`src/rtl/egm_pkg.sv`:
```
package egm_pkg;

   // ****************************************
   // Byte path and elastic buffer
   // ****************************************
   localparam int unsigned BYTE_W = 8;
   localparam int unsigned TXFIFO_AW = 4;
   localparam int unsigned TXFIFO_DEPTH = 16;
   localparam logic [4:0] TXFIFO_HALF = 5'h08;
   localparam logic [4:0] TXFIFO_SLACK = 5'h02;
   localparam logic [4:0] TXFIFO_FULL = 5'h10;

   // ****************************************
   // Reference clock derived from core_clk
   // ****************************************
   localparam int unsigned CORE_CLK_MHZ = 200;
   localparam int unsigned REF_NORMAL_MHZ = 125;
   localparam int unsigned REF_FAST_MHZ = 312;
   // Half period of the byte clock in core cycles; 200 MHz cannot
   // divide exactly to the nominal rates, so an even divider of four core cycles (50 MHz) is used
   localparam logic [1:0] REF_HALF_CYC = 2'h2;

   // ****************************************
   // Speeds and buffer kinds
   // ****************************************
   typedef enum logic [1:0] {
      EGM_SPD_10 = 2'b00,
      EGM_SPD_100 = 2'b01,
      EGM_SPD_1000 = 2'b11
   } egm_speed_t;

   typedef enum logic [1:0] {
      EGM_BUF_TENBIT = 2'b00,
      EGM_BUF_XCVR = 2'b01,
      EGM_BUF_LOGIC = 2'b11
   } egm_buf_t;

   // Byte repeat counts per speed
   localparam logic [6:0] REP_1000 = 7'h01;
   localparam logic [6:0] REP_100 = 7'h0A;
   localparam logic [6:0] REP_10 = 7'h64;

   // Sustained frame limits in bytes
   localparam logic [15:0] LIM_CORR = 16'h4E20;
   localparam logic [15:0] LIM_XCVR_100 = 16'h2328;
   localparam logic [15:0] LIM_BUF_10 = 16'h0AF0;
   localparam logic [15:0] LIM_XCVR_10 = 16'h0384;

endpackage

```
`src/rtl/egm_skid_buf.sv`:
```
`timescale 1ns/1ps
`default_nettype none
module egm_skid_buf (
   // Clock and reset
   input wire logic core_clk,
   input wire logic rst,
   // Fill side
   input wire logic inValid,
   output logic inReady,
   input wire logic [9:0] inData,
   // Drain side
   output logic outValid,
   input wire logic outReady,
   output logic [9:0] outData
);

   // ****************************************
   // Two-entry storage
   // ****************************************
   logic [9:0] mem_q [2];
   logic wrPtr_q;
   logic rdPtr_q;
   logic [1:0] count_q;
   wire doWrite = inValid && inReady;
   wire doRead = outValid && outReady;

   assign inReady = (count_q != 2'h2);
   assign outValid = (count_q != 2'h0);
   assign outData = mem_q[rdPtr_q];

   always_ff @(posedge core_clk or posedge rst) begin
      if (rst) begin
         wrPtr_q <= 1'b0;
         rdPtr_q <= 1'b0;
         count_q <= 2'h0;
      end else begin
         if (doWrite) begin
            wrPtr_q <= ~wrPtr_q;
         end
         if (doRead) begin
            rdPtr_q <= ~rdPtr_q;
         end
         count_q <= count_q + {1'b0, doWrite} - {1'b0, doRead};
      end
   end

   // Storage needs no reset; it is never read while empty
   always_ff @(posedge core_clk) begin
      if (doWrite) begin
         mem_q[wrPtr_q] <= inData;
      end
   end

endmodule
`default_nettype wire

```
`src/rtl/egm_gmii_adapter.sv`:
```
`timescale 1ns/1ps
`default_nettype none
// Operation
// - Transmit signals retimed through elastic buffer
// - Transmit data sampled, then recaptured at once
// - Receive outputs come straight from registers
// - Forwarded clock made by output register
// - Forwarded clock inverted, rising mid-window
// - All receive logic on core clock
// - Sustained limits 20000 or 9000 bytes
// - 10 Mb/s limits 2800 or 900 bytes
// - Jumbo frames follow the same limits
// - Correction touches only plain idle words
// - 100 Mb/s repeats every byte ten times
module egm_gmii_adapter (
   // Clock and reset
   input wire logic core_clk,
   input wire logic rst,
   // Configuration
   input wire logic [1:0] speedSel,
   input wire logic [1:0] bufSel,
   // Transmit pins from the external MAC
   input wire logic gmiiTxClk,
   input wire logic [7:0] gmiiTxData,
   input wire logic gmiiTxEn,
   input wire logic gmiiTxEr,
   // Transmit bytes toward the core
   output logic coreTxValid,
   output logic [7:0] coreTxData,
   output logic coreTxEn,
   output logic coreTxEr,
   output logic txOverflow,
   output logic txUnderflow,
   // Receive bytes from the core
   input wire logic coreRxValid,
   output logic coreRxReady,
   input wire logic [7:0] coreRxData,
   input wire logic coreRxDv,
   input wire logic coreRxEr,
   // Receive pins toward the external MAC
   output logic gmiiRxClk,
   output logic [7:0] gmiiRxData,
   output logic gmiiRxDv,
   output logic gmiiRxEr,
   output logic rxFrameTooLong
);

   // ****************************************
   // Byte clock phase from the core clock
   // ****************************************
   logic [1:0] divCnt_q;
   logic phase_q;
   wire divWrap = (divCnt_q == egm_pkg::REF_HALF_CYC - 2'h1);
   wire byteTick = divWrap && phase_q;

   always_ff @(posedge core_clk or posedge rst) begin
      if (rst) begin
         divCnt_q <= 2'h0;
         phase_q <= 1'b0;
      end else begin
         divCnt_q <= divWrap ? 2'h0 : divCnt_q + 2'h1;
         phase_q <= divWrap ? ~phase_q : phase_q;
      end
   end

   // ****************************************
   // Transmit pin capture
   // ****************************************
   logic [2:0] clkSync_q;
   logic [9:0] padStage_q;
   logic [9:0] regStage_q;
   logic [9:0] dataStage_q;
   logic clkLevel_q;
   wire clkStable = (clkSync_q[1] == clkSync_q[2]);
   wire txRise = clkStable && clkSync_q[2] && !clkLevel_q;

   // Pad flop, then immediate recapture, then a third stage as for the clock
   always_ff @(posedge core_clk or posedge rst) begin
      if (rst) begin
         clkSync_q <= 3'h0;
         padStage_q <= 10'h000;
         regStage_q <= 10'h000;
         dataStage_q <= 10'h000;
         clkLevel_q <= 1'b0;
      end else begin
         clkSync_q <= {clkSync_q[1:0], gmiiTxClk};
         padStage_q <= {gmiiTxEn, gmiiTxEr, gmiiTxData};
         regStage_q <= padStage_q;
         dataStage_q <= regStage_q;
         clkLevel_q <= clkStable ? clkSync_q[2] : clkLevel_q;
      end
   end

   // ****************************************
   // Transmit elastic buffer
   // ****************************************
   logic [9:0] fifo_q [egm_pkg::TXFIFO_DEPTH];
   logic [3:0] wrPtr_q;
   logic [3:0] rdPtr_q;
   logic [4:0] occ_q;
   logic lastInIdle_q;
   logic lastOutIdle_q;
   logic started_q;

   // A plain idle has enable and error low; carrier extend keeps error high
   wire inIdle = !dataStage_q[9] && !dataStage_q[8];
   wire headIdle = !fifo_q[rdPtr_q][9] && !fifo_q[rdPtr_q][8];
   wire fifoFull = (occ_q == egm_pkg::TXFIFO_FULL);
   wire fifoEmpty = (occ_q == 5'h00);
   wire dropWord = inIdle && lastInIdle_q &&
      (occ_q > egm_pkg::TXFIFO_HALF + egm_pkg::TXFIFO_SLACK);
   wire holdRead = headIdle && lastOutIdle_q &&
      (occ_q < egm_pkg::TXFIFO_HALF - egm_pkg::TXFIFO_SLACK);
   wire doWrite = txRise && !dropWord && !fifoFull;
   wire doRead = byteTick && started_q && !fifoEmpty && !holdRead;

   always_ff @(posedge core_clk or posedge rst) begin
      if (rst) begin
         wrPtr_q <= 4'h0;
         rdPtr_q <= 4'h0;
         occ_q <= 5'h00;
         lastInIdle_q <= 1'b1;
         lastOutIdle_q <= 1'b1;
         started_q <= 1'b0;
      end else begin
         wrPtr_q <= doWrite ? wrPtr_q + 4'h1 : wrPtr_q;
         rdPtr_q <= doRead ? rdPtr_q + 4'h1 : rdPtr_q;
         occ_q <= occ_q + {4'h0, doWrite} - {4'h0, doRead};
         lastInIdle_q <= txRise ? inIdle : lastInIdle_q;
         lastOutIdle_q <= doRead ? headIdle : lastOutIdle_q;
         // Reading waits until the buffer first reaches half full
         started_q <= started_q || (occ_q >= egm_pkg::TXFIFO_HALF);
      end
   end

   always_ff @(posedge core_clk) begin
      if (doWrite) begin
         fifo_q[wrPtr_q] <= dataStage_q;
      end
   end

   // Core-side byte, one per byte clock; an inserted word repeats an idle
   always_ff @(posedge core_clk or posedge rst) begin
      if (rst) begin
         coreTxValid <= 1'b0;
         coreTxData <= 8'h00;
         coreTxEn <= 1'b0;
         coreTxEr <= 1'b0;
         txOverflow <= 1'b0;
         txUnderflow <= 1'b0;
      end else begin
         coreTxValid <= byteTick;
         if (doRead) begin
            {coreTxEn, coreTxEr, coreTxData} <= fifo_q[rdPtr_q];
         end else if (byteTick) begin
            {coreTxEn, coreTxEr, coreTxData} <= 10'h000;
         end
         txOverflow <= txRise && fifoFull && !dropWord;
         txUnderflow <= byteTick && started_q && fifoEmpty;
      end
   end

   // ****************************************
   // Receive path, core clock only
   // ****************************************
   logic bufValid;
   logic [9:0] bufData;
   logic [6:0] repCnt_q;
   logic [15:0] frameLen_q;
   logic [6:0] repLimit;
   logic [15:0] lenLimit;
   wire lastRep = (repCnt_q >= repLimit - 7'h01);
   wire bufPop = byteTick && bufValid && lastRep;

   // Stall from the pins reaches the core through the skid buffer
   egm_skid_buf rxBuf (
      .core_clk(core_clk),
      .rst(rst),
      .inValid(coreRxValid),
      .inReady(coreRxReady),
      .inData({coreRxDv, coreRxEr, coreRxData}),
      .outValid(bufValid),
      .outReady(bufPop),
      .outData(bufData)
   );

   assign repLimit = (speedSel == egm_pkg::EGM_SPD_100) ? egm_pkg::REP_100 :
      (speedSel == egm_pkg::EGM_SPD_10) ? egm_pkg::REP_10 : egm_pkg::REP_1000;

   // Limits count client bytes, so repeats are not counted twice
   assign lenLimit = (speedSel == egm_pkg::EGM_SPD_10) ?
      ((bufSel == egm_pkg::EGM_BUF_XCVR) ? egm_pkg::LIM_XCVR_10 : egm_pkg::LIM_BUF_10) :
      ((speedSel == egm_pkg::EGM_SPD_100) && (bufSel == egm_pkg::EGM_BUF_XCVR)) ?
      egm_pkg::LIM_XCVR_100 : egm_pkg::LIM_CORR;

   always_ff @(posedge core_clk or posedge rst) begin
      if (rst) begin
         repCnt_q <= 7'h00;
         frameLen_q <= 16'h0000;
         rxFrameTooLong <= 1'b0;
      end else if (byteTick && bufValid) begin
         repCnt_q <= lastRep ? 7'h00 : repCnt_q + 7'h01;
         if (lastRep && bufData[9]) begin
            frameLen_q <= (frameLen_q == 16'hFFFF) ? frameLen_q : frameLen_q + 16'h0001;
            rxFrameTooLong <= rxFrameTooLong || (frameLen_q >= lenLimit);
         end else if (lastRep) begin
            frameLen_q <= 16'h0000;
         end
      end
   end

   // Output cell registers; data launched as the inverse of phase_q rises
   always_ff @(posedge core_clk or posedge rst) begin
      if (rst) begin
         gmiiRxData <= 8'h00;
         gmiiRxDv <= 1'b0;
         gmiiRxEr <= 1'b0;
         // Follows phase_q from reset on, so the first low half is not cut short
         gmiiRxClk <= 1'b0;
      end else begin
         if (byteTick) begin
            // Starved buffer shows an idle byte rather than stale data
            {gmiiRxDv, gmiiRxEr, gmiiRxData} <= bufValid ? bufData : 10'h000;
         end
         // Copy of phase_q, the inverse of the launch phase: falls as data
         // is launched and rises two cycles later, mid data window
         gmiiRxClk <= divWrap ? ~phase_q : phase_q;
      end
   end

endmodule
`default_nettype wire

```
`config.mk`:
```
export PLATFORM = sky130hd
export DESIGN_NAME = egm_gmii_adapter
export DESIGN_NICKNAME = d
export VERILOG_FILES = /design/src/rtl/egm_pkg.sv /design/src/rtl/egm_skid_buf.sv /design/src/rtl/egm_gmii_adapter.sv
export SDC_FILE = /design/constraint.sdc
export NUM_CORES = 1
export LEC_CHECK = 0
export ABC_AREA = 1
export BUFFER_PORTS_ARGS = -buffer_cell sky130_fd_sc_hd__buf_2
export CORE_AREA = 5 5 193 195
export DETAILED_ROUTE_END_ITERATION = 8
export DIE_AREA = 0 0 198 200
export REMOVE_ABC_BUFFERS = 1
export SYNTH_ARGS = -nofsm -noshare
export SYNTH_HDL_FRONTEND = slang
export SYNTH_SLANG_ARGS = --single-unit
```
`constraint.sdc`:
```
create_clock -name core_clk -period 2.9 [get_ports core_clk]
set_input_delay 0.29 -clock core_clk [delete_from_list [all_inputs] [get_ports core_clk]]
set_output_delay 0.29 -clock core_clk [all_outputs]
set_load 0.01 [all_outputs]
```
After elaboration in Yosys (flattened, before gate mapping)
Memories as Yosys holds them, arrays and structs flattened.
Index checks and enable logic that the tools add are counted.
{"block": "word_totals", "n_memories": 2, "mem_bits_rw": 180, "elab_cells": 118, "ff_bits": 104, "latchBits": 0, "in_bits": 28, "out_inout_bits": 26, "rom_bits": 0}
{"block": "classes", "mul": 0, "n_shift": 0, "n_lt_le_gt_ge": 5, "add_sub_neg": 10, "n_eq_ne": 8, "n_reduce_logical": 41, "mux": 21, "bitwise_logic": 3, "n_div": 0}
{"memory": "fifo_q", "words": 16, "width": 10, "rd": 1, "rd_ports_with_merged_regs": 0, "wr": 1, "line_no": "egm_gmii_adapter.sv:97", "text": "logic [9:0] fifo_q [egm_pkg::TXFIFO_DEPTH];"}
{"memory": "rxBuf.mem_q", "words": 2, "width": 10, "rd": 1, "rd_ports_with_merged_regs": 0, "wr": 1, "line_no": "egm_skid_buf.sv:20", "text": "logic [9:0] mem_q [2];"}
{"op": "$mux W16", "n": 3}
{"op": "$mux W15", "n": 2}
{"op": "$logic_and A1 B1 Y1", "n": 23}
{"op": "$mux W7", "n": 3}
{"op": "$add A16 B1 Y16 const B", "n": 1}
{"op": "$eq A16 B16 Y1 const B", "n": 1}
{"op": "$ge A16 B15 Y1", "n": 1}
{"op": "$mux W8", "n": 2}
{"op": "$mux W12", "n": 1}
{"op": "$mux W10", "n": 1}
{"op": "$logic_not A1 Y1", "n": 9}
{"op": "$add A4 B1 Y4 const B", "n": 2}
{"op": "$mux W1", "n": 8}
{"op": "$add A7 B1 Y7 const B", "n": 1}
{"op": "$ge A7 B7 Y1", "n": 1}
{"op": "$sub A7 B1 Y7 const B", "n": 1}
{"op": "$eq A2 B1 Y1 const B", "n": 3}
{"op": "$reduce_bool A2 Y1", "n": 3}
{"op": "$add A5 B1 Y5", "n": 1}
{"op": "$eq A5 B5 Y1 const B", "n": 1}
{"op": "$ge A5 B4 Y1 const B", "n": 1}
{"op": "$gt A5 B4 Y1 const B", "n": 1}
{"op": "$logic_not A5 Y1", "n": 1}
{"op": "$lt A5 B3 Y1 const B", "n": 1}
{"op": "other kinds (12)", "n": 16}

Depth between registers and ports, before layout
{"block": "logic_depth", "ltp_word": 9, "mapped_depth": 18, "depth_no_buf": 17}

Modules after synthesis
Synthesis repeated with hierarchy kept, for this count alone.
{"block": "hier_totals", "hier_cells": 1139, "area_unflattened_um2": 12331.8}
{"mod": "egm_gmii_adapter", "area_each_um2": 11347.1, "seq_area_each_um2": 7309.5, "cells_each": 1053, "instances": 1}
{"mod": "egm_skid_buf", "area_each_um2": 984.7, "seq_area_each_um2": 700.7, "cells_each": 86, "instances": 1}

Least setup slack after synthesis
OpenSTA, ideal clock, no wires.
{"block": "synth_path", "path_kind": "register -> register", "from": "register occ_q[1]", "to": "register occ_q[4]", "t_arrival_ps": 2552, "stages_incl_launch_ff": 19, "path_buffers": 1, "slack_ps": 220, "setup_ps": 128, "required_time_ps": 2772, "synth_period_minus_slack_ps": 2680, "path_cell_list": "dfrtp_1 -> inv_1 -> ha_1 -> inv_1 -> nand2_1 -> o21ai_0 -> nand4_1 -> nand2_1 -> nor2_1 -> buf_2 -> inv_1 -> ha_1 -> inv_1 -> ha_1 -> inv_1 -> fa_1 -> o21ai_0 -> a21oi_1 -> xor2_1"}
{"block": "synth_via", "elab_chain_cells": 7, "word_cells_on_any_way": 16, "classes_between": "add/sub (2); order compare (2); eq/ne (1); reduce/logical (11)"}
{"element": "start, declared", "line_no": "egm_gmii_adapter.sv:100", "text": "logic [4:0] occ_q;"}
{"element": "start signal, assigned", "line_no": "egm_gmii_adapter.sv:128", "text": "occ_q <= occ_q + {4'h0, doWrite} - {4'h0, doRead};"}
{"element": "$gt A5 B4 Y1", "line_no": "egm_gmii_adapter.sv:111", "text": "(occ_q > egm_pkg::TXFIFO_HALF + egm_pkg::TXFIFO_SLACK);"}
{"element": "$logic_and A1 B1 Y1", "line_no": "egm_gmii_adapter.sv:110", "text": "wire dropWord = inIdle && lastInIdle_q &&"}
{"element": "$logic_not A1 Y1", "line_no": "egm_gmii_adapter.sv:114", "text": "wire doWrite = txRise && !dropWord && !fifoFull;"}
{"element": "$logic_and A1 B1 Y1 (2 in series)", "line_no": "egm_gmii_adapter.sv:114"}
{"element": "$add A5 B1 Y5", "line_no": "egm_gmii_adapter.sv:128"}
{"element": "$sub A5 B1 Y5 *", "line_no": "egm_gmii_adapter.sv:128"}
Mark *: on every way between the ends. The rest lies on a longest branch, timed or not.
A chain may end at the register's enable or synchronous reset.

Final worst setup path
{"block": "layout_path", "from": "register rdPtr_q[0]", "to": "register occ_q[4]"}
{"block": "layout_via", "elab_chain_cells": 8, "word_cells_on_any_way": 9, "classes_between": "add/sub (1); reduce/logical (7); memory (1)"}
{"element": "start, declared", "line_no": "egm_gmii_adapter.sv:99", "text": "logic [3:0] rdPtr_q;"}
{"element": "start signal, assigned", "line_no": "egm_gmii_adapter.sv:127", "text": "rdPtr_q <= doRead ? rdPtr_q + 4'h1 : rdPtr_q;"}
{"element": "$mem_v2 Z16 W10 *"}
{"element": "$logic_not A1 Y1", "line_no": "egm_gmii_adapter.sv:107", "text": "wire headIdle = !fifo_q[rdPtr_q][9] && !fifo_q[rdPtr_q][8];"}
{"element": "$logic_and A1 B1 Y1 *", "line_no": "egm_gmii_adapter.sv:107"}
{"element": "$logic_and A1 B1 Y1 * (2 in series)", "line_no": "egm_gmii_adapter.sv:112", "text": "wire holdRead = headIdle && lastOutIdle_q &&"}
{"element": "$logic_not A1 Y1 *", "line_no": "egm_gmii_adapter.sv:115", "text": "wire doRead = byteTick && started_q && !fifoEmpty && !holdRead;"}
{"element": "$logic_and A1 B1 Y1 *", "line_no": "egm_gmii_adapter.sv:115"}
{"element": "via doRead", "line_no": "egm_gmii_adapter.sv:115"}
{"element": "$sub A5 B1 Y5 *", "line_no": "egm_gmii_adapter.sv:128"}
The timed path passes the listed nets; every way through them passes the cells marked *.

==> run_results.csv <==
group,metric,value,unit
global_routing,grt_pass1_vias,8099,
die,fp.dieArea,39600,um^2
die,rows,69,
critical_path,worst-setup-path-type,"flop to flop",
pwr,powerDensity,914,nW/um^2
placement,portBuffers,53,
critical_path,critPathArrivalTime,3.14,ns
routing,vias,8012,
timing,worst_slew_pin_slew,0.903,ns
timing,timing.fmax,370,MHz
synthesis,synthesis.area,12200,um^2
finish,area_delta_synth_final,18.7,%
critical_path,rr_endpoint,"occ_q[4]",
synthesis,synth_seq_area_share,65.8,%
finish,multi_input_area,3610,um^2
synthesis,synth-seq-cells,284,
clock_network,cts.path.max_buffers,3,
die,start_util,34.6,%
synthesis,async_flop_share,36.6,%
clock_network,clockRootBuffer,"clkbuf_16",
die,ios,54,
finish,seq_area,8010,um^2
die,die_w,198,um
critical_path,reg2reg_slack,0.19,ns
status,status,"completed",
synthesis,ys.flop_type,"edfxtp_1",
timing,setup_viol,0,
timing,fin_setup_tns,0,ns
placement,dpl.hpwl,16800,um
critical_path,critPathLaunchType,"flop",
clock_network,cts_tree,"yes",
die,core,35200,um^2
finish,fillCellCount,3351,
synthesis,syn_area_per_cell,11.1,um^2
clock_network,cts_inserted_buffers,30,
run,drv_cap,0,
min_path,hold_end,"rxBuf.wrPtr_q",
routing,wl_per_cell,15.5,um
pwr,power.leakage,0.00609,uW
placement,preCtsSetupSlack,0.0169,ns
critical_path,reg2reg_depth,17,
synthesis,synth_warnings,0,
global_routing,grt_antenna_before_repair,0,
global_routing,grt-ovfl-total,0,
global_routing,grt_max_degree,66,
finish,final_cell_mix,"280 x nand2_1, 180 x edfxtp_1, 157 x nand3_1",
clock_network,htree_levels,1,
die,die_y,200,um
min_path,min_path_cells,5,
critical_path,cp-end-kind,"flop",
finish,mostFrequentLayoutCell,"nand2_1",
clock_network,clock_latency,0.56,ns
min_path,worstHoldStart,"coreRxValid",
placement,place_congestion,0.839,
timing,fin_ws,0.194,ns
routing,drcViolationCount,0,
critical_path,worstPathMaxFanout,13,
timing,finalHoldViolations,0,
routing,vias_per_cell,4.72,
timing,min_period,2.71,ns
global_routing,grt_pass1_wl,43200,um
finish,num_antenna_cells,0,
critical_path,critPathRequiredTime,3.34,ns
finish,layout.nets,1280,
routing,drtIter0Drc,572,
synthesis,synthCells,1099,
timing,slew_headroom,39.6,%
min_path,min_path_type,"primary input to flop",
routing,ant_nets,0,
synthesis,synth_edf_count,180,
finish,drive_gt1_share,16.3,%
clock_network,clock_sinks,284,
pwr,fin_total_pwr,13200,uW
timing,finalMaxSlewViolations,0,
global_routing,grtUsageTotal,13.4,%
timing,period_share,93.3,%
synthesis,ys_types,40,
critical_path,r2r_start,"rdPtr_q[0]",
timing,clock_skew,0.0129,ns
routing,wl,26300,um
pwr,vdd.ir_drop.worst,539,uV
clock_network,path_clk_slew,0.06,ns
routing,drt_first_pass_iters,5,
-- state kept, by name (all words and copies together) (netlist names), 2 cells and up --
signal         cells
rdPtr_q            4
dataStage_q       10
occ_q              5
wrPtr_q            4
rxBuf.mem_q       20
gmiiRxData         8
coreTxData         8
divCnt_q           2
clkSync_q          3
fifo_q           160
rxBuf.count_q      2
regStage_q        10
repCnt_q           7
padStage_q        10
frameLen_q        16
-- final cells by class --
| type | instances | share of cell area, % |
|---|---|---|
| Inverter | 97 | 2.55 |
| Tap cell | 461 | 3.99 |
| Multi-Input combinational cell | 677 | 25.0 |
| Clock inverter | 20 | 1.55 |
| Clock buffer | 36 | 5.56 |
| Timing Repair Buffer | 121 | 5.92 |
| Sequential cell | 284 | 55.5 |
-- worst max-delay path by stage --
stage	start	to	slack (ns)
after CTS	rdPtr_q[0]	occ_q[4]	0.004
after global placement	rdPtr_q[0]	occ_q[4]	0.11
final	rdPtr_q[0]	occ_q[4]	0.19
after detailed placement	rdPtr_q[0]	occ_q[4]	0.02
after global routing	rdPtr_q[0]	occ_q[4]	-0.01
after floorplan	rdPtr_q[0]	occ_q[4]	-1.70
-- worst max-delay path, cell delays in order, from the launching register on --
cell,delay [ns]
dfrtp_2,0.47
buf_12,0.17
nor2_2,0.10
nor2_1,0.04
o21ai_1,0.08
nand3_1,0.09
nand3_2,0.07
nand2_2,0.08
o21ai_2,0.15
nand2_1,0.07
ha_1,0.27
inv_1,0.06
ha_2,0.16
inv_1,0.05
fa_2,0.35
o21ai_2,0.14
a21oi_1,0.09
xor2_1,0.14
-- per-layer routing --
layer	routed length [um]	part of all wire, %	up-vias	global-route usage, %
met5	0	0	-	0
met4	595	2.3	0	3.62
met3	1160	4.4	51	2.11
met2	12600	48	149	22.6
met1	12000	46	3882	18.3
li1	-	-	3930	-
-- stage by stage --
stage / hold WS, ns / cells / util, % / instance area (um^2)
after floorplan: 0.321 / 1058 / - / 11900
after global placement: 0.334 / 1611 / 37.2 / 13100
after detailed placement: 0.336 / 1611 / 37.2 / 13100
after CTS: 0.112 / 1689 / 40.7 / 14300
after global routing: 0.160 / 1696 / 41.0 / 14400
final: 0.141 / 1696 / 41.0 / 14400
-- power by group --
part / total (uW) / switching (uW) / internal [uW]
Clock: 3910 / 1580 / 2340
Combinational: 3950 / 2520 / 1430
Sequential: 5340 / 463 / 4880
-- cell usage after synthesis (2+ instances only) --
library cell	number	share of area, %
ha_1	40	4.1
nor2_2	2	0.10
dfrtp_1	102	21
and3_1	4	0.21
inv_2	9	0.28
nor2_4	2	0.19
o21ai_1	16	0.66
inv_1	88	2.7
buf_2	15	0.62
nand4_1	15	0.77
buf_6	3	0.28
xor2_1	17	1.2
clkbuf_1	9	0.28
mux2i_1	9	0.74
edfxtp_1	180	44
xnor2_1	3	0.22
nand3_2	12	0.99
a21oi_1	12	0.49
nand2_1	280	8.6
nand3_1	161	6.6
nor3_1	9	0.37
nor2_1	55	1.7
nand2_2	4	0.21
nor3_2	3	0.25
o21ai_0	19	0.78
nor4_1	3	0.15
buf_4	11	0.68
dfstp_2	2	0.43
buf_1	3	0.093
-- cells by family after synthesis --
kind of cell | share of synthesized area (%)
AND/OR/NAND/NOR | 20.4
flip-flops | 65.8
buffers and inverters | 4.93
AO/OA/AOI/OAI | 2.23
adder cells (fa/ha/maj) | 4.28
XOR/XNOR | 1.44
multiplexers | 0.833
other | 0.0308
-- timing repair --
item | CTS | global route
resized for setup | 0 | 15
buffers inserted | 0 | 7
hold buffers | 22 | 0
endpoints found under the setup margin | 0 | 1
hold endpoints to repair | 74 | 0
Power figures use the tool's default switching activity.
